### config.mk
export PLATFORM = sky130hd
export DESIGN_NAME = mpo_output_stage
export DESIGN_NICKNAME = d
export VERILOG_FILES = /design/src/verilog/mpo_pkg.sv /design/src/verilog/mpo_output_stage.sv
export VERILOG_INCLUDE_DIRS = /design/src /design/src/verilog
export SDC_FILE = /design/constraint.sdc
export NUM_CORES = 1
export LEC_CHECK = 0
export BUFFER_PORTS_ARGS = -buffer_cell sky130_fd_sc_hd__buf_2
export CORE_ASPECT_RATIO = 1.25
export CORE_UTILIZATION = 43
export DETAILED_ROUTE_END_ITERATION = 7
export PLACE_DENSITY_LB_ADDON = 0.25
export SLEW_MARGIN = 25
export SYNTH_ARGS = -nofsm -noshare
export SYNTH_HDL_FRONTEND = slang
export SYNTH_SLANG_ARGS = --single-unit
### constraint.sdc
create_clock -name clk -period 4.05 [get_ports clk]
set_input_delay 0 -clock clk [delete_from_list [all_inputs] [get_ports clk]]
set_output_delay 0 -clock clk [all_outputs]
set_load 0.01 [all_outputs]
### src/verilog/mpo_cfg.svh
`ifndef MPO_CFG_SVH
`define MPO_CFG_SVH
`define MPO_ADDR_W 5
`define MPO_OFS_CTRL 5'h00
`define MPO_OFS_CONFIG 5'h04
`define MPO_OFS_OVR 5'h08
`define MPO_OFS_GAP 5'h0C
`define MPO_OFS_MAP 5'h10
`define MPO_OFS_STAT 5'h14
`define MPO_CTRL_EN 0
`define MPO_CTRL_OVR 1
`define MPO_CTRL_SOFT_DISABLE_BANK_X 2
`define MPO_CTRL_SOFT_DISABLE_BANK_Y 3
`define MPO_CTRL_FMODE1 4
`define MPO_CTRL_FMODE4 5
`define MPO_CTRL_FINT1 6
`define MPO_CTRL_FINT4 7
`define MPO_CFG_INDEPENDENT_CHANNEL_OPTION 0
`define MPO_CFG_TOPINV 1
`define MPO_CFG_BOTINV 2
`define MPO_STAT_FLAG1 0
`define MPO_STAT_FLAG4 1
`define MPO_STAT_PIN1 2
`define MPO_STAT_PIN4 3
`define MPO_STAT_OUT 4
`define MPO_CTRL_RST 8'h00
`define MPO_CONFIG_RST 3'h0
`define MPO_OVR_RST 6'h00
`define MPO_GAP_RST 8'hFF
`define MPO_MAP_RST 8'hFF
`define MPO_RESP_OK 2'h0
`define MPO_RESP_ERR 2'h2
`endif

### src/verilog/mpo_pkg.sv
package mpo_pkg;
  typedef enum logic [2:0] {
    MPO_DT_GAP = 3'h1,
    MPO_DT_TOP = 3'h2,
    MPO_DT_BOT = 3'h4
  } mpo_dt_state_t;
endpackage

### src/verilog/mpo_output_stage.sv
// What this block does
// Option picks six independent channels or three pairs sharing one duty source.
// Independent mode drives each output from its own duty channel.
// Dead-time is an 8-bit write-once count of clock cycles.
// Dead-time does not depend on the period prescaler.
// Dead-time input is generator top channel, or odd override bit under override.
// Each dead-time input change holds both outputs inactive for dead-time.
// Complementary bottom output comes from top signal and dead-time.
// One polarity option for outputs 1,3,5; another for 2,4,6.
// Positive polarity drives active high; negative drives active low.
// Polarity options sit in a write-once register until reset.
// Override drives pins from six bits; independent: one active, zero inactive.
// Complementary override: odd bit sets top; even bit allows complement bottom.
// Override keeps polarity; complementary override never both active, never violates dead-time.
// Odd override toggles insert dead-time; even bit changes never overlap.
// Override leaves generator running and works with modulator disabled.
// Leaving override returns generator to pins at next cycle start.
// Software clears override bits before entering and leaving override.
// Fault high or disable bit forces mapped outputs inactive.
// Fault 1 with disable X is bank X; fault 4 with Y bank Y.
// All-ones mapping makes any bank disable force all outputs.
// Each fault input raises its own interrupt request.
// Manual mode: fault 4 clears only if input low; fault 1 always.
// Automatic mode re-enables after filtered input low and new cycle.
// Per-fault mode bit: set automatic, clear manual.
// Forced-inactive outputs drive the polarity's inactive level.
`timescale 1ns/100ps
`default_nettype none
`include "mpo_cfg.svh"
module mpo_output_stage
  import mpo_pkg::*;
#(
  parameter int N_PAIR = 3
) (
  input wire logic clk,
  input wire logic rst,
  input wire logic [`MPO_ADDR_W-1:0] s_axi_awaddr,
  input wire logic s_axi_awvalid,
  output logic s_axi_awready,
  input wire logic [31:0] s_axi_wdata,
  input wire logic [3:0] s_axi_wstrb,
  input wire logic s_axi_wvalid,
  output logic s_axi_wready,
  output logic [1:0] s_axi_bresp,
  output logic s_axi_bvalid,
  input wire logic s_axi_bready,
  input wire logic [`MPO_ADDR_W-1:0] s_axi_araddr,
  input wire logic s_axi_arvalid,
  output logic s_axi_arready,
  output logic [31:0] s_axi_rdata,
  output logic [1:0] s_axi_rresp,
  output logic s_axi_rvalid,
  input wire logic s_axi_rready,
  input wire logic [2*N_PAIR-1:0] gen_out,
  input wire logic cycle_start,
  input wire logic fault1_pin,
  input wire logic fault4_pin,
  output logic [2*N_PAIR-1:0] pwm_pin,
  output logic pwm_oe,
  output logic irq_fault1,
  output logic irq_fault4
);
  localparam int NCH = 2 * N_PAIR;

  // Register bus slave.
  logic [7:0] ctrl_ff, nxt_ctrl;
  logic [2:0] config_ff, nxt_config;
  logic config_lock_ff, nxt_config_lock;
  logic [NCH-1:0] ovr_ff, nxt_ovr;
  logic [7:0] gap_ff, nxt_gap;
  logic gap_lock_ff, nxt_gap_lock;
  logic [7:0] map_ff, nxt_map;
  logic map_lock_ff, nxt_map_lock;
  logic bvalid_ff, nxt_bvalid;
  logic [1:0] bresp_ff, nxt_bresp;
  logic rvalid_ff, nxt_rvalid;
  logic [1:0] rresp_ff, nxt_rresp;
  logic [31:0] rdata_ff, nxt_rdata;
  logic [1:0] ack_w;
  logic wr_go, rd_go;
  logic [1:0] flag_ff, pin_filt_ff;
  logic [NCH-1:0] pin_ff;

  assign wr_go = s_axi_awvalid & s_axi_wvalid & ~bvalid_ff;
  assign rd_go = s_axi_arvalid & ~rvalid_ff;
  assign s_axi_awready = wr_go;
  assign s_axi_wready = wr_go;
  assign s_axi_arready = rd_go;
  assign s_axi_bvalid = bvalid_ff;
  assign s_axi_bresp = bresp_ff;
  assign s_axi_rvalid = rvalid_ff;
  assign s_axi_rresp = rresp_ff;
  assign s_axi_rdata = rdata_ff;

  always_comb begin
    nxt_ctrl = ctrl_ff;
    nxt_config = config_ff;
    nxt_config_lock = config_lock_ff;
    nxt_ovr = ovr_ff;
    nxt_gap = gap_ff;
    nxt_gap_lock = gap_lock_ff;
    nxt_map = map_ff;
    nxt_map_lock = map_lock_ff;
    nxt_bvalid = bvalid_ff & ~s_axi_bready;
    nxt_bresp = bresp_ff;
    nxt_rvalid = rvalid_ff & ~s_axi_rready;
    nxt_rresp = rresp_ff;
    nxt_rdata = rdata_ff;
    ack_w = 2'h0;
    if (wr_go) begin
      nxt_bvalid = 1'b1;
      nxt_bresp = `MPO_RESP_OK;
      case (s_axi_awaddr)
        `MPO_OFS_CTRL: begin
          if (s_axi_wstrb[0]) begin
            nxt_ctrl = s_axi_wdata[7:0];
          end
        end
        `MPO_OFS_CONFIG: begin
          // Polarity is locked after the first write so a stray store cannot flip a gate drive.
          if (s_axi_wstrb[0] && !config_lock_ff) begin
            nxt_config = s_axi_wdata[2:0];
            nxt_config_lock = 1'b1;
          end
        end
        `MPO_OFS_OVR: begin
          if (s_axi_wstrb[0]) begin
            nxt_ovr = s_axi_wdata[NCH-1:0];
          end
        end
        `MPO_OFS_GAP: begin
          if (s_axi_wstrb[0] && !gap_lock_ff) begin
            nxt_gap = s_axi_wdata[7:0];
            nxt_gap_lock = 1'b1;
          end
        end
        `MPO_OFS_MAP: begin
          if (s_axi_wstrb[0] && !map_lock_ff) begin
            nxt_map = s_axi_wdata[7:0];
            nxt_map_lock = 1'b1;
          end
        end
        `MPO_OFS_STAT: begin
          if (s_axi_wstrb[0]) begin
            ack_w = s_axi_wdata[1:0];
          end
        end
        default: begin
          nxt_bresp = `MPO_RESP_ERR;
        end
      endcase
    end
    if (rd_go) begin
      nxt_rvalid = 1'b1;
      nxt_rresp = `MPO_RESP_OK;
      nxt_rdata = 32'h0000_0000;
      case (s_axi_araddr)
        `MPO_OFS_CTRL: nxt_rdata[7:0] = ctrl_ff;
        `MPO_OFS_CONFIG: nxt_rdata[2:0] = config_ff;
        `MPO_OFS_OVR: nxt_rdata[NCH-1:0] = ovr_ff;
        `MPO_OFS_GAP: nxt_rdata[7:0] = gap_ff;
        `MPO_OFS_MAP: nxt_rdata[7:0] = map_ff;
        `MPO_OFS_STAT: begin
          nxt_rdata[`MPO_STAT_FLAG4:`MPO_STAT_FLAG1] = flag_ff;
          nxt_rdata[`MPO_STAT_PIN4:`MPO_STAT_PIN1] = pin_filt_ff;
          nxt_rdata[`MPO_STAT_OUT+NCH-1:`MPO_STAT_OUT] = pin_ff;
        end
        default: nxt_rresp = `MPO_RESP_ERR;
      endcase
    end
  end

  always_ff @(posedge clk or posedge rst) begin
    if (rst) begin
      ctrl_ff <= `MPO_CTRL_RST;
      config_ff <= `MPO_CONFIG_RST;
      config_lock_ff <= 1'b0;
      ovr_ff <= `MPO_OVR_RST;
      gap_ff <= `MPO_GAP_RST;
      gap_lock_ff <= 1'b0;
      map_ff <= `MPO_MAP_RST;
      map_lock_ff <= 1'b0;
      bvalid_ff <= 1'b0;
      bresp_ff <= 2'h0;
      rvalid_ff <= 1'b0;
      rresp_ff <= 2'h0;
      rdata_ff <= 32'h0000_0000;
    end else begin
      ctrl_ff <= nxt_ctrl;
      config_ff <= nxt_config;
      config_lock_ff <= nxt_config_lock;
      ovr_ff <= nxt_ovr;
      gap_ff <= nxt_gap;
      gap_lock_ff <= nxt_gap_lock;
      map_ff <= nxt_map;
      map_lock_ff <= nxt_map_lock;
      bvalid_ff <= nxt_bvalid;
      bresp_ff <= nxt_bresp;
      rvalid_ff <= nxt_rvalid;
      rresp_ff <= nxt_rresp;
      rdata_ff <= nxt_rdata;
    end
  end

  // Fault inputs: two-stage synchroniser, then a two-sample rising filter.
  logic [1:0] meta_ff, sync_ff, smp_ff;
  logic [1:0] nxt_smp, nxt_pin_filt, nxt_flag, rise;
  logic [1:0] fault_act_ff, nxt_fault_act;
  logic [1:0] sdis_act_ff, nxt_sdis_act;
  logic sel_ovr_ff, nxt_sel_ovr;
  logic [1:0] fault_reenable_select, sdis;
  logic boundary;

  assign fault_reenable_select = {ctrl_ff[`MPO_CTRL_FMODE4], ctrl_ff[`MPO_CTRL_FMODE1]};
  assign sdis = {ctrl_ff[`MPO_CTRL_SOFT_DISABLE_BANK_Y], ctrl_ff[`MPO_CTRL_SOFT_DISABLE_BANK_X]};
  // Without periodic cycles under override, every clock counts as a cycle start.
  assign boundary = cycle_start | ctrl_ff[`MPO_CTRL_OVR];

  always_comb begin
    nxt_smp = sync_ff;
    nxt_pin_filt = pin_filt_ff;
    rise = 2'h0;
    for (int b = 0; b < 2; b++) begin
      if (sync_ff[b] && smp_ff[b] && !pin_filt_ff[b]) begin
        nxt_pin_filt[b] = 1'b1;
        rise[b] = 1'b1;
      end else if (!sync_ff[b]) begin
        nxt_pin_filt[b] = 1'b0;
      end
    end
    // A fresh rise wins over an acknowledge in the same cycle.
    nxt_flag = (flag_ff & ~ack_w) | rise;
    nxt_fault_act = fault_act_ff;
    for (int b = 0; b < 2; b++) begin
      if (rise[b]) begin
        nxt_fault_act[b] = 1'b1;
      end else if (boundary) begin
        if (fault_reenable_select[b]) begin
          if (!nxt_pin_filt[b]) begin
            nxt_fault_act[b] = 1'b0;
          end
        end else if (!flag_ff[b] && (b == 0 || !nxt_pin_filt[b])) begin
          // Manual fault 1 re-arms on acknowledge even while its input is still high.
          nxt_fault_act[b] = 1'b0;
        end
      end
    end
    nxt_sdis_act = sdis_act_ff;
    for (int b = 0; b < 2; b++) begin
      if (sdis[b]) begin
        nxt_sdis_act[b] = 1'b1;
      end else if (boundary) begin
        nxt_sdis_act[b] = 1'b0;
      end
    end
    nxt_sel_ovr = sel_ovr_ff;
    if (ctrl_ff[`MPO_CTRL_OVR]) begin
      nxt_sel_ovr = 1'b1;
    end else if (cycle_start) begin
      nxt_sel_ovr = 1'b0;
    end
  end

  always_ff @(posedge clk or posedge rst) begin
    if (rst) begin
      meta_ff <= 2'h0;
      sync_ff <= 2'h0;
      smp_ff <= 2'h0;
      pin_filt_ff <= 2'h0;
      flag_ff <= 2'h0;
      fault_act_ff <= 2'h0;
      sdis_act_ff <= 2'h0;
      sel_ovr_ff <= 1'b0;
    end else begin
      meta_ff <= {fault4_pin, fault1_pin};
      sync_ff <= meta_ff;
      smp_ff <= nxt_smp;
      pin_filt_ff <= nxt_pin_filt;
      flag_ff <= nxt_flag;
      fault_act_ff <= nxt_fault_act;
      sdis_act_ff <= nxt_sdis_act;
      sel_ovr_ff <= nxt_sel_ovr;
    end
  end

  assign irq_fault1 = flag_ff[0] & ctrl_ff[`MPO_CTRL_FINT1];
  assign irq_fault4 = flag_ff[1] & ctrl_ff[`MPO_CTRL_FINT4];

  // Source selection and disable decode.
  logic [NCH-1:0] src, act, kill, mask_x, mask_y;
  logic independent_channel_option;
  logic [1:0] bank_off;

  assign independent_channel_option = config_ff[`MPO_CFG_INDEPENDENT_CHANNEL_OPTION];
  // The generator keeps running under override; its outputs are simply not selected.
  assign src = sel_ovr_ff ? ovr_ff : (ctrl_ff[`MPO_CTRL_EN] ? gen_out : '0);
  assign bank_off = fault_act_ff | sdis_act_ff;
  assign mask_x = map_ff[NCH-1:0];
  assign mask_y = {map_ff[7:6], map_ff[3:0]};
  assign kill = ({NCH{bank_off[0]}} & mask_x) | ({NCH{bank_off[1]}} & mask_y);

  genvar p;
  generate
    for (p = 0; p < N_PAIR; p++) begin : g_pair
      mpo_dt_state_t st_ff, nxt_st;
      logic [7:0] cnt_ff, nxt_cnt;
      logic prev_ff, nxt_prev;
      logic din;

      assign din = src[2*p];

      always_comb begin
        nxt_st = st_ff;
        nxt_cnt = cnt_ff;
        nxt_prev = din;
        // The gap counts raw clocks, so the prescaler never stretches it.
        if (din != prev_ff) begin
          nxt_st = MPO_DT_GAP;
          nxt_cnt = gap_ff;
        end else begin
          case (st_ff)
            MPO_DT_GAP: begin
              if (cnt_ff == 8'h00) begin
                nxt_st = din ? MPO_DT_TOP : MPO_DT_BOT;
              end else begin
                nxt_cnt = cnt_ff - 8'h01;
              end
            end
            MPO_DT_TOP: nxt_st = MPO_DT_TOP;
            MPO_DT_BOT: nxt_st = MPO_DT_BOT;
            default: nxt_st = MPO_DT_GAP;
          endcase
        end
      end

      always_ff @(posedge clk or posedge rst) begin
        if (rst) begin
          st_ff <= MPO_DT_BOT;
          cnt_ff <= 8'h00;
          prev_ff <= 1'b0;
        end else begin
          st_ff <= nxt_st;
          cnt_ff <= nxt_cnt;
          prev_ff <= nxt_prev;
        end
      end

      always_comb begin
        if (independent_channel_option) begin
          act[2*p] = src[2*p];
          act[2*p+1] = src[2*p+1];
        end else begin
          act[2*p] = (st_ff == MPO_DT_TOP);
          // Even override bit only gates the bottom, which is already dead-timed against the top.
          act[2*p+1] = (st_ff == MPO_DT_BOT) & (~sel_ovr_ff | ovr_ff[2*p+1]);
        end
      end
    end
  endgenerate

  // Pin stage: mask, then polarity, registered so pins never glitch.
  logic [NCH-1:0] nxt_pin, inv;
  logic oe_ff, nxt_oe;

  always_comb begin
    for (int i = 0; i < NCH; i++) begin
      inv[i] = (i % 2 == 0) ? config_ff[`MPO_CFG_TOPINV] : config_ff[`MPO_CFG_BOTINV];
    end
    nxt_pin = (act & ~kill) ^ inv;
    nxt_oe = ctrl_ff[`MPO_CTRL_EN] | ctrl_ff[`MPO_CTRL_OVR];
  end

  always_ff @(posedge clk or posedge rst) begin
    if (rst) begin
      pin_ff <= '0;
      oe_ff <= 1'b0;
    end else begin
      pin_ff <= nxt_pin;
      oe_ff <= nxt_oe;
    end
  end

  assign pwm_pin = pin_ff;
  assign pwm_oe = oe_ff;
endmodule
`default_nettype wire

Word level (Yosys, flattened, before mapping)
Index checks and enable logic that the tools add are counted.
- input port bits: 62
- register bits: 110
- word-level logic and storage cells: 197
- bitwise logic cells: 30
- equality and inequality tests: 31
- reduce and logical (&&, ||, !) cells: 41
- muxes and demuxes: 58
- add/subtract/negate cells: 3
- operators with widths (kind ; count):
    two-way mux 8 bit ; 9
    two-way mux 3 bit ; 9
    case mux 3 bit (3 select lines) ; 3
    zero test 8 bit ; 3
    subtractor 8 x 1 -> 8 bit, second input constant ; 3
    two-way mux 1 bit ; 23
    AND reduction 3 bit ; 7
    equality test 5 x 4 -> 1 bit, second input constant ; 4
    equality test 5 bit, second input constant ; 4
    bitwise AND 6 bit ; 3
    two-way mux 2 bit ; 9
    case mux 3 bit (6 select lines) ; 1
    nonzero test 2 bit ; 8
    case mux 3 bit (5 select lines) ; 1
    two-way mux 6 bit ; 2
    OR reduction 6 bit ; 2
    bitwise AND 1 bit ; 10
    equality test 5 x 3 -> 1 bit, second input constant ; 2
    zero test 5 bit ; 2
    equality test 3 x 1 -> 1 bit, second input constant ; 3
    equality test 3 x 2 -> 1 bit, second input constant ; 3
    equality test 3 bit, second input constant ; 3
    inequality test 3 x 2 -> 1 bit, second input constant ; 3
    inequality test 3 bit, second input constant ; 3
    15 further kinds ; 43

Longest topological paths before layout
Gate-level depths: netlist (run 1).
- depth after elaboration: 9
- depth in mapped cells: 6
- mapped depth without buffers: 6

Worst setup path after synthesis (run 1)
OpenSTA, ideal clock, no wires.
- path kind: reg2reg
- start: register g_pair[1].cnt_ff[0]
- end: register g_pair[1].cnt_ff[1]
- arrival: 1.862 ns
- period minus slack after synthesis: 1.986 ns
- slack: 2.064 ns
- cell stages (with the launch flop): 7
- path buffers: 0
- cell sequence: dfrtp_1 -> inv_1 -> ha_1 -> or3b_2 -> o41ai_1 -> mux2i_1 -> mux2_2
- longest elaborated chain between the ends: 4
- elaborated cells on any way between the ends: 7
- classes of those cells: add/sub (1); eq/ne (1); mux (3); reduce/logical (2)
- ends and longest elaborated chain (item ; RTL line ; source):
    start, declared ; mpo_output_stage.sv:306 ; logic [7:0] cnt_ff, nxt_cnt;
    start signal, assigned ; mpo_output_stage.sv:343 ; cnt_ff <= nxt_cnt;
    subtractor 8 x 1 -> 8 bit ; mpo_output_stage.sv:326 ; nxt_cnt = cnt_ff - 8'h01;
    two-way mux 8 bit ; mpo_output_stage.sv:323 ; if (cnt_ff == 8'h00) begin
    two-way mux 8 bit ; mpo_output_stage.sv:321 ; case (st_ff)
    two-way mux 8 bit ; mpo_output_stage.sv:317 ; if (din != prev_ff) begin
Several ways; a longest one is shown, not always the timed one. The select of a mux whose other input is x is not followed.
A chain may end at the register's enable or synchronous reset.

Worst setup path in the final report (run 1)
- start: register sel_ovr_ff
- end: register g_pair[2].cnt_ff[4]
- longest elaborated chain between the ends: 4
- elaborated cells on any way between the ends: 6
- classes of those cells: eq/ne (2); mux (2); reduce/logical (2)
- ends and longest elaborated chain (item ; RTL line ; source):
    start, declared ; mpo_output_stage.sv:210 ; logic sel_ovr_ff, nxt_sel_ovr;
    start signal, assigned ; mpo_output_stage.sv:282 ; sel_ovr_ff <= nxt_sel_ovr;
    two-way mux 6 bit * ; mpo_output_stage.sv:296 ; assign src = sel_ovr_ff ? ovr_ff : (ctrl_ff[`MPO_CTRL_EN] ? gen_out : '0);
    inequality test 1 bit * ; mpo_output_stage.sv:317 ;
    inequality test 2 bit (no source line) or nonzero test 2 bit (tied branches) ; -- ;
    AND reduction 2 bit (no source line) ; -- ;
    end signal, assigned ; mpo_output_stage.sv:343 ;
    end, declared ; mpo_output_stage.sv:306 ;
Mark *: on every way between the ends. The rest lies on a longest branch, timed or not.

==> impl_results.md, run 1 <==
- Final nets: around 660
- Worst hold stages: 3
- First-pass GRT wire length: approximately 22000 µm
- Post-Syn Instances: about 520
- Status: finished clean
- Reg2Reg Depth: 4
- Post-synth cell types: between 60 and 70
- Clock latency on the worst-skew pair: between 0.3 and 0.4 ns
- Most common cell in the netlist: dfrtp_1
- Die X: 105 µm
- CP required: approximately 4.3 ns
- Mapped Area: between 0.005 and 0.006 mm²
- Final setup fails: 0
- Least-Margin Pin Slew: 0.867 ns
- Final hold violation count: 0
- DRC errors left: 0
- Synthesis Warnings: 0
- Post-layout util: 0.510
- Top cells by count, synth: dfrtp_1, mux2_2, o21ai_0
- Initial Util: 0.444
- Routability congestion estimate: just over 0.8
- Final period utilization: 0.560
- Minimum clock period: roughly 2.3 ns
- Ys async rst share: 1.00
- Htree depth: 3
- Pwr/cell area: approximately 510 mW/mm²
- Reg-to-Reg Start: sel_ovr_ff
- Die area: roughly 0.014 mm²
- HP Class: in -> reg
- Mean Syn Cell Area: 10.9 µm²
- Via count: ~4300
- Reg clk slew, reported paths: ~0.08 ns
- PnR Total Power: about 3.4 mW
- Synth-to-Final Area Change: 14.9%
- CP max FO: 17
- Placed insts: 735
- CTS root buffer: clkbuf_16
- Rows: 46
- Post-synthesis sequential area ratio: 0.480
- GRT Residual Overflow: 0
- Remaining antenna violation count: 0
- Max Cap Viol: 0
- Vias in the first global route: about 4200
- Final wirelength: ~14000 µm
- Clock Tree Buf Depth: 2
- Min-delay src: s_axi_araddr[4]
- ANT cells: 0
- Critical path capture point type: register
- Via/cell ratio: about 5.6
- RSZ-0062 raised after global routing: no
- WHS Endpoint: s_axi_rdata[8]
- Kind of critical path: reg -> reg
- Final Non-Filler Cells: around 770
- Wire per inst: ~18 µm
- Worst slew margin: 0.417
- Worst setup SP type: register
- HPWL Detailed: between 9000 and 10000 µm
- Num ports: 112
- CTS tree: yes
- Worst-case clock skew: roughly 0.0086 ns
- Layout cells sized above 1: 0.291
- Synth area leader: dfrtp_1
- Total Routing Usage GR: 0.211
- CP arrival: roughly 2.5 ns
- Clock Sinks: 108
- FF-to-FF End: g_pair[2].cnt_ff[4]
- Port bufs: 60
- Synth area leaders: dfrtp_1, mux2_2, dfstp_2
- Total CTS buffers: 9
- Detailed Routing Iterations Pass 1: 6
- Yosys top cell area share: 0.393
- Die Y: 130 µm
- Leakage: around 3.0 nW
- DRT iter0 DRCs: roughly 240
- Seq cells post-synth: roughly 110
- Area of the core: around 0.013 mm²
- Worst R2R Setup Slack: 1.78 ns
- Fmax: 0.441 GHz
- TNS Setup: 0 ns
- Largest net degree at the start of global routing: 76
- EDFF count, synth: 0
- Worst VDD drop: between 0.0002 and 0.00025 V
- Initial antenna violation count: 0
- Fin. max-slew vios: 0
- Top FF cell, synth: dfrtp_1
kinds of logic (layout without fill, tap and decap cells):
family,after synthesis,count (layout),synth area share
adders and majority gates,6,6,0.0132
xor gates and xnor gates,13,13,0.0201
muxes,71,71,0.141
DFF,108,108,0.480
and+or+nand+nor,148,148,0.148
AOI/OAI and AO/OA,114,114,0.139
buffers and inverters,61,117,0.0576
other,1,24,0.000661
power by group:
group	switching [mW]	internal, mW	leakage [nW]
Combinational	0.496	0.494	1.54
Clock	0.425	0.427	0.137
Sequential	0.224	1.29	1.32
Total	1.14	2.21	3.00
registers in the layout, indices dropped and copies added, names as in the netlist, 2 cells and up:
| register | flops |
|---|---|
| pwm_pin | 6 |
| s_axi_rdata | 10 |
| gap_ff | 8 |
| g_pair.st_ff | 9 |
| map_ff | 8 |
| fault_act_ff | 2 |
| ovr_ff | 6 |
| pin_filt_ff | 2 |
| g_pair.prev_ff | 3 |
| smp_ff | 2 |
| sdis_act_ff | 2 |
| nxt_smp | 2 |
| ctrl_ff | 8 |
| meta_ff | 2 |
| g_pair.cnt_ff | 24 |
| flag_ff | 2 |
| config_ff | 3 |
what timing repair did:
action | 4_1_cts | 5_1_grt
setup buffers | 0 | 0
hold endpoints to repair | 105 | 0
hold buffers | 18 | 0
resized for setup | 0 | 0
worst max-delay path by stage:
stage,from,endpoint,slack [ns],cells after the start
4_1_cts,sel_ovr_ff,g_pair[2].cnt_ff[4],1.79,4
3_5_place_dp,g_pair[1].cnt_ff[0],g_pair[1].cnt_ff[1],1.80,6
3_3_place_gp,sel_ovr_ff,g_pair[2].cnt_ff[4],1.85,4
6_report,sel_ovr_ff,g_pair[2].cnt_ff[4],1.78,4
5_1_grt,sel_ovr_ff,g_pair[2].cnt_ff[5],1.57,4
2_1_floorplan,rst,config_ff[0],1.24,1
metrics by stage:
step	instance area (µm²)	hold slack (ns)	worst slack, ns
2_1_floorplan	5760	0.0314	1.24
3_3_place_gp	6050	0.108	1.85
3_5_place_dp	6050	0.109	1.80
4_1_cts	6510	0.0619	1.79
5_1_grt	6520	0.0916	1.57
6_report	6520	0.0722	1.78
worst max-delay path, cell delays in order, from the launching register on:
cell and delay [ns]:
dfrtp_1 0.67, and3b_1 0.27, nor3_1 0.53, nor2_1 0.33, mux2_2 0.35
layer usage:
metal | share of wire | track usage | vias to the layer above
met5 | 0 | 0 | -
met4 | 0.031 | 0.0895 | 0
met2 | 0.50 | 0.362 | 145
met1 | 0.43 | 0.269 | 2125
met3 | 0.047 | 0.0308 | 36
li1 | - | - | 2016
layout make-up:
| class | instances | area [µm²] |
|---|---|---|
| Inverter | 20 | 80.1 |
| Tap cell | 168 | 210 |
| Clock buffer | 9 | 225 |
| Timing Repair Buffer | 81 | 503 |
| Sequential cell | 108 | 2730 |
| Fill cell | 1169 | 6260 |
| Clock inverter | 7 | 56.3 |
| Multi-Input combinational cell | 376 | 2720 |
layout by cell type (no fill, tap or decap), types with 6 or more instances in the layout:
| master | n |
|---|---|
| a21oi_1 | 11 |
| a222oi_1 | 6 |
| a22o_1 | 13 |
| and2_1 | 7 |
| buf_2 | 60 |
| clkbuf_16 | 9 |
| conb_1 | 24 |
| dfrtp_1 | 89 |
| dfstp_2 | 19 |
| dlygate4sd3_1 | 18 |
| ha_1 | 6 |
| inv_1 | 19 |
| mux2_2 | 60 |
| mux2i_1 | 9 |
| nand2_1 | 31 |
| nand3_1 | 6 |
| nand3b_1 | 6 |
| nand4_1 | 7 |
| nor2_1 | 25 |
| nor2b_1 | 8 |
| nor3_1 | 12 |
| nor3b_1 | 6 |
| o21ai_0 | 36 |
| or2_2 | 6 |
| xnor2_1 | 10 |
(Power assumes the default switching activity.)
==> inputs of run 2 (changes only) <==
- ABC_AREA: not set -> 1
- clock period: 4.05 -> 2.1 ns (I/O delays scaled with it)
==> run 2 against run 1 <==
Effect of this change:
- clock power grew 100%
- global-route usage up 0.74 points
- critical path depth is 2 higher
- area after synthesis increased by 9.6%
- sequential share of layout area is 2.9 points lower
- clock-buffer cell count unchanged
- power rose by 53%
- non-clock buffer count increased by 1
- sequential power is 59% higher
- design area grew 7.4%
- via count up 15%
- setup slack got worse by 1.4 ns
- critical endpoint is now s_axi_bresp[1]
- largest power group unchanged
==> impl_results.md, run 2 <==
- Min-delay src: s_axi_wdata[7]
- Most common cell after layout, fill and taps aside: nand2_1
- Pwr/cell area: 734 mW/mm² (+43%)
- Layout cells sized above 1: 0.264 (-0.0268)
- Die X: 110 µm (+4.6%)
- DRC errors left: 0 (unchanged)
- Post-synthesis sequential area ratio: 0.438 (-0.0422)
- PnR Total Power: 5.14 mW (+53%)
- Synth-to-Final Area Change: 12.6%
- Top FF cell, synth: dfrtp_1
- Area of the core: 0.0140 mm² (+9.5%)
- Fmax: 0.581 GHz
- Reg-to-Reg Start: g_pair[1].cnt_ff[0]
- CP required: 2.39 ns (-1.89 ns)
- CP delay by family, top: buffers and inverters
- Yosys top cell area share: 0.358 (-0.0345)
- GRT Residual Overflow: 0 (unchanged)
- Final nets: 861 (+30%)
- TNS Setup: 0 ns (unchanged)
- CTS hold repair buffers: 18 (unchanged)
- Clock Tree Buf Depth: 2 (unchanged)
- Post-Syn Instances: 722 (+38%)
- Worst path slowest cell: dlygate4sd3_1
- Largest reg by FF count: g_pair.cnt_ff
- FF-to-FF End: g_pair[1].cnt_ff[2]
- Die area: 0.0150 mm² (+9.5%)
- Rows: 48 (+4.3%)
- Final period utilization: 0.820
- CP max FO: 4 (-13)
- RSZ-0062 raised after global routing: no
- Most frequent cells in the layout: nand2_1, dfrtp_1, inv_1
- Largest net degree at the start of global routing: 109 (+43%)
- Die Y: 136 µm (+4.6%)
- Total Routing Usage GR: 0.218 (+0.00740)
- CP arrival: 2.01 ns (-0.49 ns)
- Crit path buf inv count: 4 (+4)
- Clock latency on the worst-skew pair: 0.35 ns (about the same)
- Post-synth cell types: 48 (-28%)
- Port bufs: 60 (unchanged)
- Final hold violation count: 0 (unchanged)
- Top cells by count, synth: nand2_1, dfrtp_1, inv_1
- Total CTS buffers: 9 (unchanged)
- Routability congestion estimate: 0.890 (+8.0%)
- Most common cell in the netlist: nand2_1
- Worst R2R Setup Slack: 0.46 ns (-1.32 ns)
- Vias in the first global route: 4909 (+17%)
- Via/cell ratio: 5.12 (-9.0%)
- Final Non-Filler Cells: 973 (+27%)
- Critical path capture point type: register
- Clock Sinks: 108 (unchanged)
- Fin. max-slew vios: 0 (unchanged)
- ANT cells: 0 (unchanged)
- # fillers: 1386 (+19%)
- Wire per inst: 15.5 µm (-14%)
- CP max stage delay: 0.56 ns (-0.11 ns)
- Ys async rst share: 1.00 (unchanged)
- Mapped Area: 0.00622 mm² (+9.6%)
- Worst hold stages: 3 (unchanged)
- Minimum clock period: 1.72 ns
- Status: finished clean
- Final wirelength: 15100 µm (+8.5%)
- Num ports: 112 (unchanged)
- Number of setup buffers added after CTS: 0 (unchanged)
- Seq cells post-synth: 108 (unchanged)
- First-pass GRT wire length: 24600 µm (+12%)
- Final setup fails: 0 (unchanged)
- Placed insts: 939 (+28%)
- Htree depth: 3 (unchanged)
- Worst slew margin: 0.529 (+0.112)
- Worst setup SP type: input port
- Synth area leader: dfrtp_1
- Worst-case clock skew: 0.00730 ns (-0.00131 ns)
- Max reg flops: 24 (unchanged)
- Mean Syn Cell Area: 8.62 µm² (-21%)
- Via count: 4978 (+15%)
- Synthesis Warnings: 0 (unchanged)
- Most frequent CP cell: dlygate4sd3_1
- Worst VDD drop: 0.000404 V (+81%)
- Crit path cell chain: dlygate4sd3_1, buf_2, nand2_1, dlygate4sd3_1, a31oi_1, dlygate4sd3_1
- CTS resizes: 0 (unchanged)
- Reg clk slew, reported paths: 0.07 ns (about the same)
- DRT iter0 DRCs: 282 (+16%)
- Reg2Reg Depth: 9 (+5)
- Initial antenna violation count: 0 (unchanged)
- Remaining antenna violation count: 0 (unchanged)
- Detailed Routing Iterations Pass 1: 5 (-1)
- Least-Margin Pin Slew: 0.702 ns (-0.165 ns)
- Max Cap Viol: 0 (unchanged)
- HPWL Detailed: 11100 µm (+12%)
- HP Class: in -> reg
- Initial Util: 0.445 (+0.000478)
- WHS Endpoint: gap_ff[7]
- Leakage: 3.45 nW (+15%)
- CTS root buffer: clkbuf_16
- Kind of critical path: in -> reg
- Synth area leaders: dfrtp_1, nand2_1, dfstp_2
- EDFF count, synth: 0 (unchanged)
- CTS tree: yes
run 2: cell types whose count changed after synthesis, sizes merged, moves of 8 or more:
cell    before  now
nand2       31  207
nand3        6   94
inv         20   85
mux2        61    0
o21ai       36   60
nand4        7   28
buf         28   43
nor2        25   39
a22o        13    0
xor2         3   15
clkbuf      13    2
mux2i        9    0
nor2b        8    0
run 2: worst reg2reg max path: stages, from the launching register on:
cell and delay, ns:
dfrtp_1 0.38, inv_1 0.13, ha_1 0.16, nand2_1 0.05, nor2_1 0.09, nand2_1 0.06, nand2_1 0.35, nor2_4 0.13
o21ai_1 0.10, nand3_1 0.08
run 2: stage by stage:
stage	worst slack [ns]	cell area (µm²)	hold WS, ns	util
after floorplan	0.739	6310	0.0314	-
after global placement	0.492	6530	0.108	0.466
after detailed placement	0.464	6530	0.109	0.466
after CTS	0.402	7010	0.00211	0.501
after global routing	0.294	7010	0.0141	0.501
final	0.378	7010	0.00186	0.501
run 2: report_power, final:
| part | switching (mW) | internal, mW |
|---|---|---|
| registers | 0.136 | 2.27 |
| clock network | 0.777 | 0.931 |
| logic | 0.681 | 0.344 |
run 2: worst max path at each step:
stage                             start                  end  slack [ns]  depth (start not counted)
CTS                     s_axi_awaddr[4]       s_axi_bresp[1]        0.40                          6
global route            s_axi_awaddr[4]       s_axi_bresp[1]        0.29                          6
detailed placement  g_pair[1].cnt_ff[0]  g_pair[1].cnt_ff[2]        0.46                          9
floorplan           g_pair[1].cnt_ff[0]   g_pair[1].st_ff[1]        0.74                          9
finish                  s_axi_awaddr[4]       s_axi_bresp[1]        0.38                          6
global placement    g_pair[1].cnt_ff[0]  g_pair[1].cnt_ff[2]        0.49                          9
run 2: cell families (layout without fill, tap and decap cells):
| group | Yosys count | in the layout | synth area share |
|---|---|---|---|
| xor+xnor | 18 | 18 | 0.0253 |
| simple gates | 385 | 385 | 0.334 |
| other cells | 1 | 24 | 0.000603 |
| flops | 108 | 108 | 0.438 |
| buf+inv | 131 | 184 | 0.109 |
| fa+ha+maj | 6 | 6 | 0.0121 |
| compound gates | 73 | 73 | 0.0811 |
run 2: layout make-up:
type	count	area, µm²	share of cell area
Multi-Input combinational cell	506	2900	0.415
Sequential cell	108	2730	0.389
Timing Repair Buffer	82	523	0.0747
Inverter	86	334	0.0477
Clock buffer	9	225	0.0321
Tap cell	175	219	0.0313
Clock inverter	7	73.8	0.0105
run 2: per-layer routing:
layer | vias to the layer above | share of wire | track usage
met3 | 31 | 0.034 | 0.0316
li1 | 2420 | - | -
met1 | 2391 | 0.42 | 0.272
met2 | 136 | 0.51 | 0.370
met5 | - | 0 | 0
met4 | 0 | 0.039 | 0.101
==> inputs of run 3 (changes only) <==
- clock period: 2.1 -> 1.7 ns (I/O delays scaled with it)
==> run 3 against run 2 <==
Effect of this change:
- the run now ends with negative hold slack left
- flip-flop and latch count did not move
- critical path type is now reg -> reg
- sequential share of layout area is 0.83 points lower
- non-clock buffer count up 13
- power increased by 28%
- global-route usage is essentially flat
- setup slack lost 0.19 ns
- clock power rose by 37%
- first-iteration DRC count decreased by 9.6%
- sequential power rose by 24%
- die area did not move
- hold slack worse by 0.0040 ns
- wire length is 1.1% lower
==> impl_results.md, run 3 (synthesis gave the netlist of run 2 again) <==
- Status: finished, violations left
- Failing checks: negative hold slack
- Most frequent cells in the layout: nand2_1, dfrtp_1, inv_1
- Rows: 48 (unchanged)
- Port bufs: 60 (unchanged)
- Max reg flops: 24 (unchanged)
- Final period utilization: 0.892
- CP max stage delay: 0.40 ns (-0.16 ns)
- Via count: 4971 (-0.14%)
- Final wirelength: 15000 µm (-1.1%)
- Layout cells sized above 1: 0.275 (+0.0106)
- Total Routing Usage GR: 0.218 (about the same)
- HPWL Detailed: 11200 µm (+1.1%)
- Fmax: 0.660 GHz
- Largest net degree at the start of global routing: 65 (-40%)
- CTS root buffer: clkbuf_16
- Die area: 0.0150 mm² (unchanged)
- Critical path capture point type: register
- Num ports: 112 (unchanged)
- Crit path cell chain: inv_1, ha_1, nand2_1, nor2_1, nand2_1, nand2_1, buf_4, nand3_1, nand3_1
- Wire per inst: 15.2 µm (-2.4%)
- CP arrival: 1.80 ns (-0.21 ns)
- First-pass GRT wire length: 24600 µm (+0.11%)
- DRC errors left: 0 (unchanged)
- Reg clk slew, reported paths: 0.07 ns (about the same)
- Routability congestion estimate: 0.876 (-1.6%)
- Clock Tree Buf Depth: 2 (unchanged)
- Largest reg by FF count: g_pair.cnt_ff
- Remaining antenna violation count: 0 (unchanged)
- Initial antenna violation count: 0 (unchanged)
- GRT Residual Overflow: 0 (unchanged)
- Kind of critical path: reg -> reg
- Total CTS buffers: 9 (unchanged)
- Post-layout util: 0.512 (+0.0109)
- DRT iter0 DRCs: 255 (-9.6%)
- Htree depth: 3 (unchanged)
- Worst path slowest cell: dfrtp_1
- HP Class: in -> reg
- Minimum clock period: between 1.5 and 2 ns
- Worst-case clock skew: 0.0119 ns (+0.00458 ns)
- Clock latency on the worst-skew pair: 0.35 ns (about the same)
- Die Y: 136 µm (unchanged)
- Most common cell after layout, fill and taps aside: nand2_1
- Final hold violation count: 1 (+1)
- Hold_ws: -0.00213 ns (-0.00399 ns)
- # fillers: 1353 (-2.4%)
- Max Cap Viol: 0 (unchanged)
- Pwr/cell area: 920 mW/mm² (+25%)
- CTS tree: yes
- Worst VDD drop: 0.000428 V (+6.0%)
- Reg2Reg Depth: 9 (unchanged)
- Area of the core: 0.0140 mm² (unchanged)
- Die X: 110 µm (unchanged)
- Worst slew margin: 0.667 (+0.138)
- Detailed Routing Iterations Pass 1: 4 (-1)
- TNS Setup: 0 ns (unchanged)
- RSZ-0062 raised after global routing: no
- Leakage: 3.54 nW (+2.6%)
- ANT cells: 0 (unchanged)
- Least-Margin Pin Slew: 0.499 ns (-0.203 ns)
- Worst hold stages: 3 (unchanged)
- Final setup fails: 0 (unchanged)
- Synth-to-Final Area Change: 15.1%
- Fin. max-slew vios: 0 (unchanged)
- Final nets: 874 (+1.5%)
- Via/cell ratio: 5.04 (-1.5%)
- Number of setup buffers added after CTS: 0 (unchanged)
- CP max FO: 7 (+3)
- Worst setup SP type: register
- Vias in the first global route: 4894 (-0.31%)
- Clock Sinks: 108 (unchanged)
- Most frequent CP cell: nand2_1
- Initial Util: 0.445 (unchanged)
- CP required: 1.98 ns (-0.41 ns)
-- run 3: changes by cell type in the layout (fill, tap and decap cells not counted) --
| cell | change |
|---|---|
| buf_4 | +11 |
| clkinv_1 | -1 |
| clkinvlp_4 | -2 |
| clkbuf_8 | +3 |
| inv_6 | -1 |
| inv_8 | -1 |
| clkinv_2 | -1 |
| buf_12 | +1 |
| bufinv_16 | +1 |
| clkinv_4 | +1 |
| clkbuf_1 | +1 |
| dlygate4sd3_1 | +1 |
-- run 3: final timing paths --
| kind | from | endpoint | slack (ns) |
|---|---|---|---|
| max reg2reg | g_pair[1].cnt_ff[1] | g_pair[1].cnt_ff[0] | 0.18 |
| min in group asynchronous | rst | s_axi_bvalid | 0.23 |
| max in group asynchronous | rst | g_pair[0].st_ff[2] | 0.74 |
| min reg2reg | meta_ff[0] | nxt_smp[0] | 0.35 |
| max | g_pair[1].cnt_ff[1] | g_pair[1].cnt_ff[0] | 0.18 |
| min | s_axi_awaddr[1] | s_axi_bresp[1] | -0.002 |
-- run 3: repair_timing --
item,CTS,global route
hold buffers,19,0
resized for setup,0,0
endpoints found under the hold margin,37,0
-- run 3: power breakdown --
| group | internal [mW] | total, mW | switching (mW) | leakage (nW) |
|---|---|---|---|---|
| clock network | 1.42 | 2.34 | 0.926 | 0.166 |
| logic | 0.437 | 1.26 | 0.827 | 2.04 |
| registers | 2.81 | 2.98 | 0.169 | 1.33 |
-- run 3: worst max-delay path, delay by kind of cell, from the launching register on --
family	cells	cell delay [ns]
adders and majority gates	1	0.14
and+or+nand+nor	6	0.61
DFF	1	0.40
buffers and inverters	2	0.29
-- run 3: stage by stage --
stage	hold slack, ns	cell area [µm²]	std cells	setup slack (ns)	power (mW)
after global placement	0.0501	6630	951	0.226	4.22
after floorplan	0.0314	6310	745	0.339	3.95
after CTS	0.000333	7160	986	0.185	6.63
after detailed placement	0.0582	6630	951	0.202	4.26
after global routing	0.0131	7160	986	0.0571	6.91
final	-0.00213	7160	986	0.184	6.59
-- run 3: metal layers --
layer	up-vias	wire length [µm]	GRT usage
li1	2453	-	-
met1	2369	6190	0.267
met2	119	7740	0.375
met3	30	526	0.0364
met4	0	499	0.0948
met5	-	0	0
-- run 3: layout make-up --
type,count,area [µm²],share of cell area
Clock inverter,3,68.8,0.00961
Timing Repair Buffer,95,636,0.0888
Tap cell,175,219,0.0306
Clock buffer,13,270,0.0378
Multi-Input combinational cell,506,2900,0.406
Inverter,86,334,0.0467
Sequential cell,108,2730,0.381
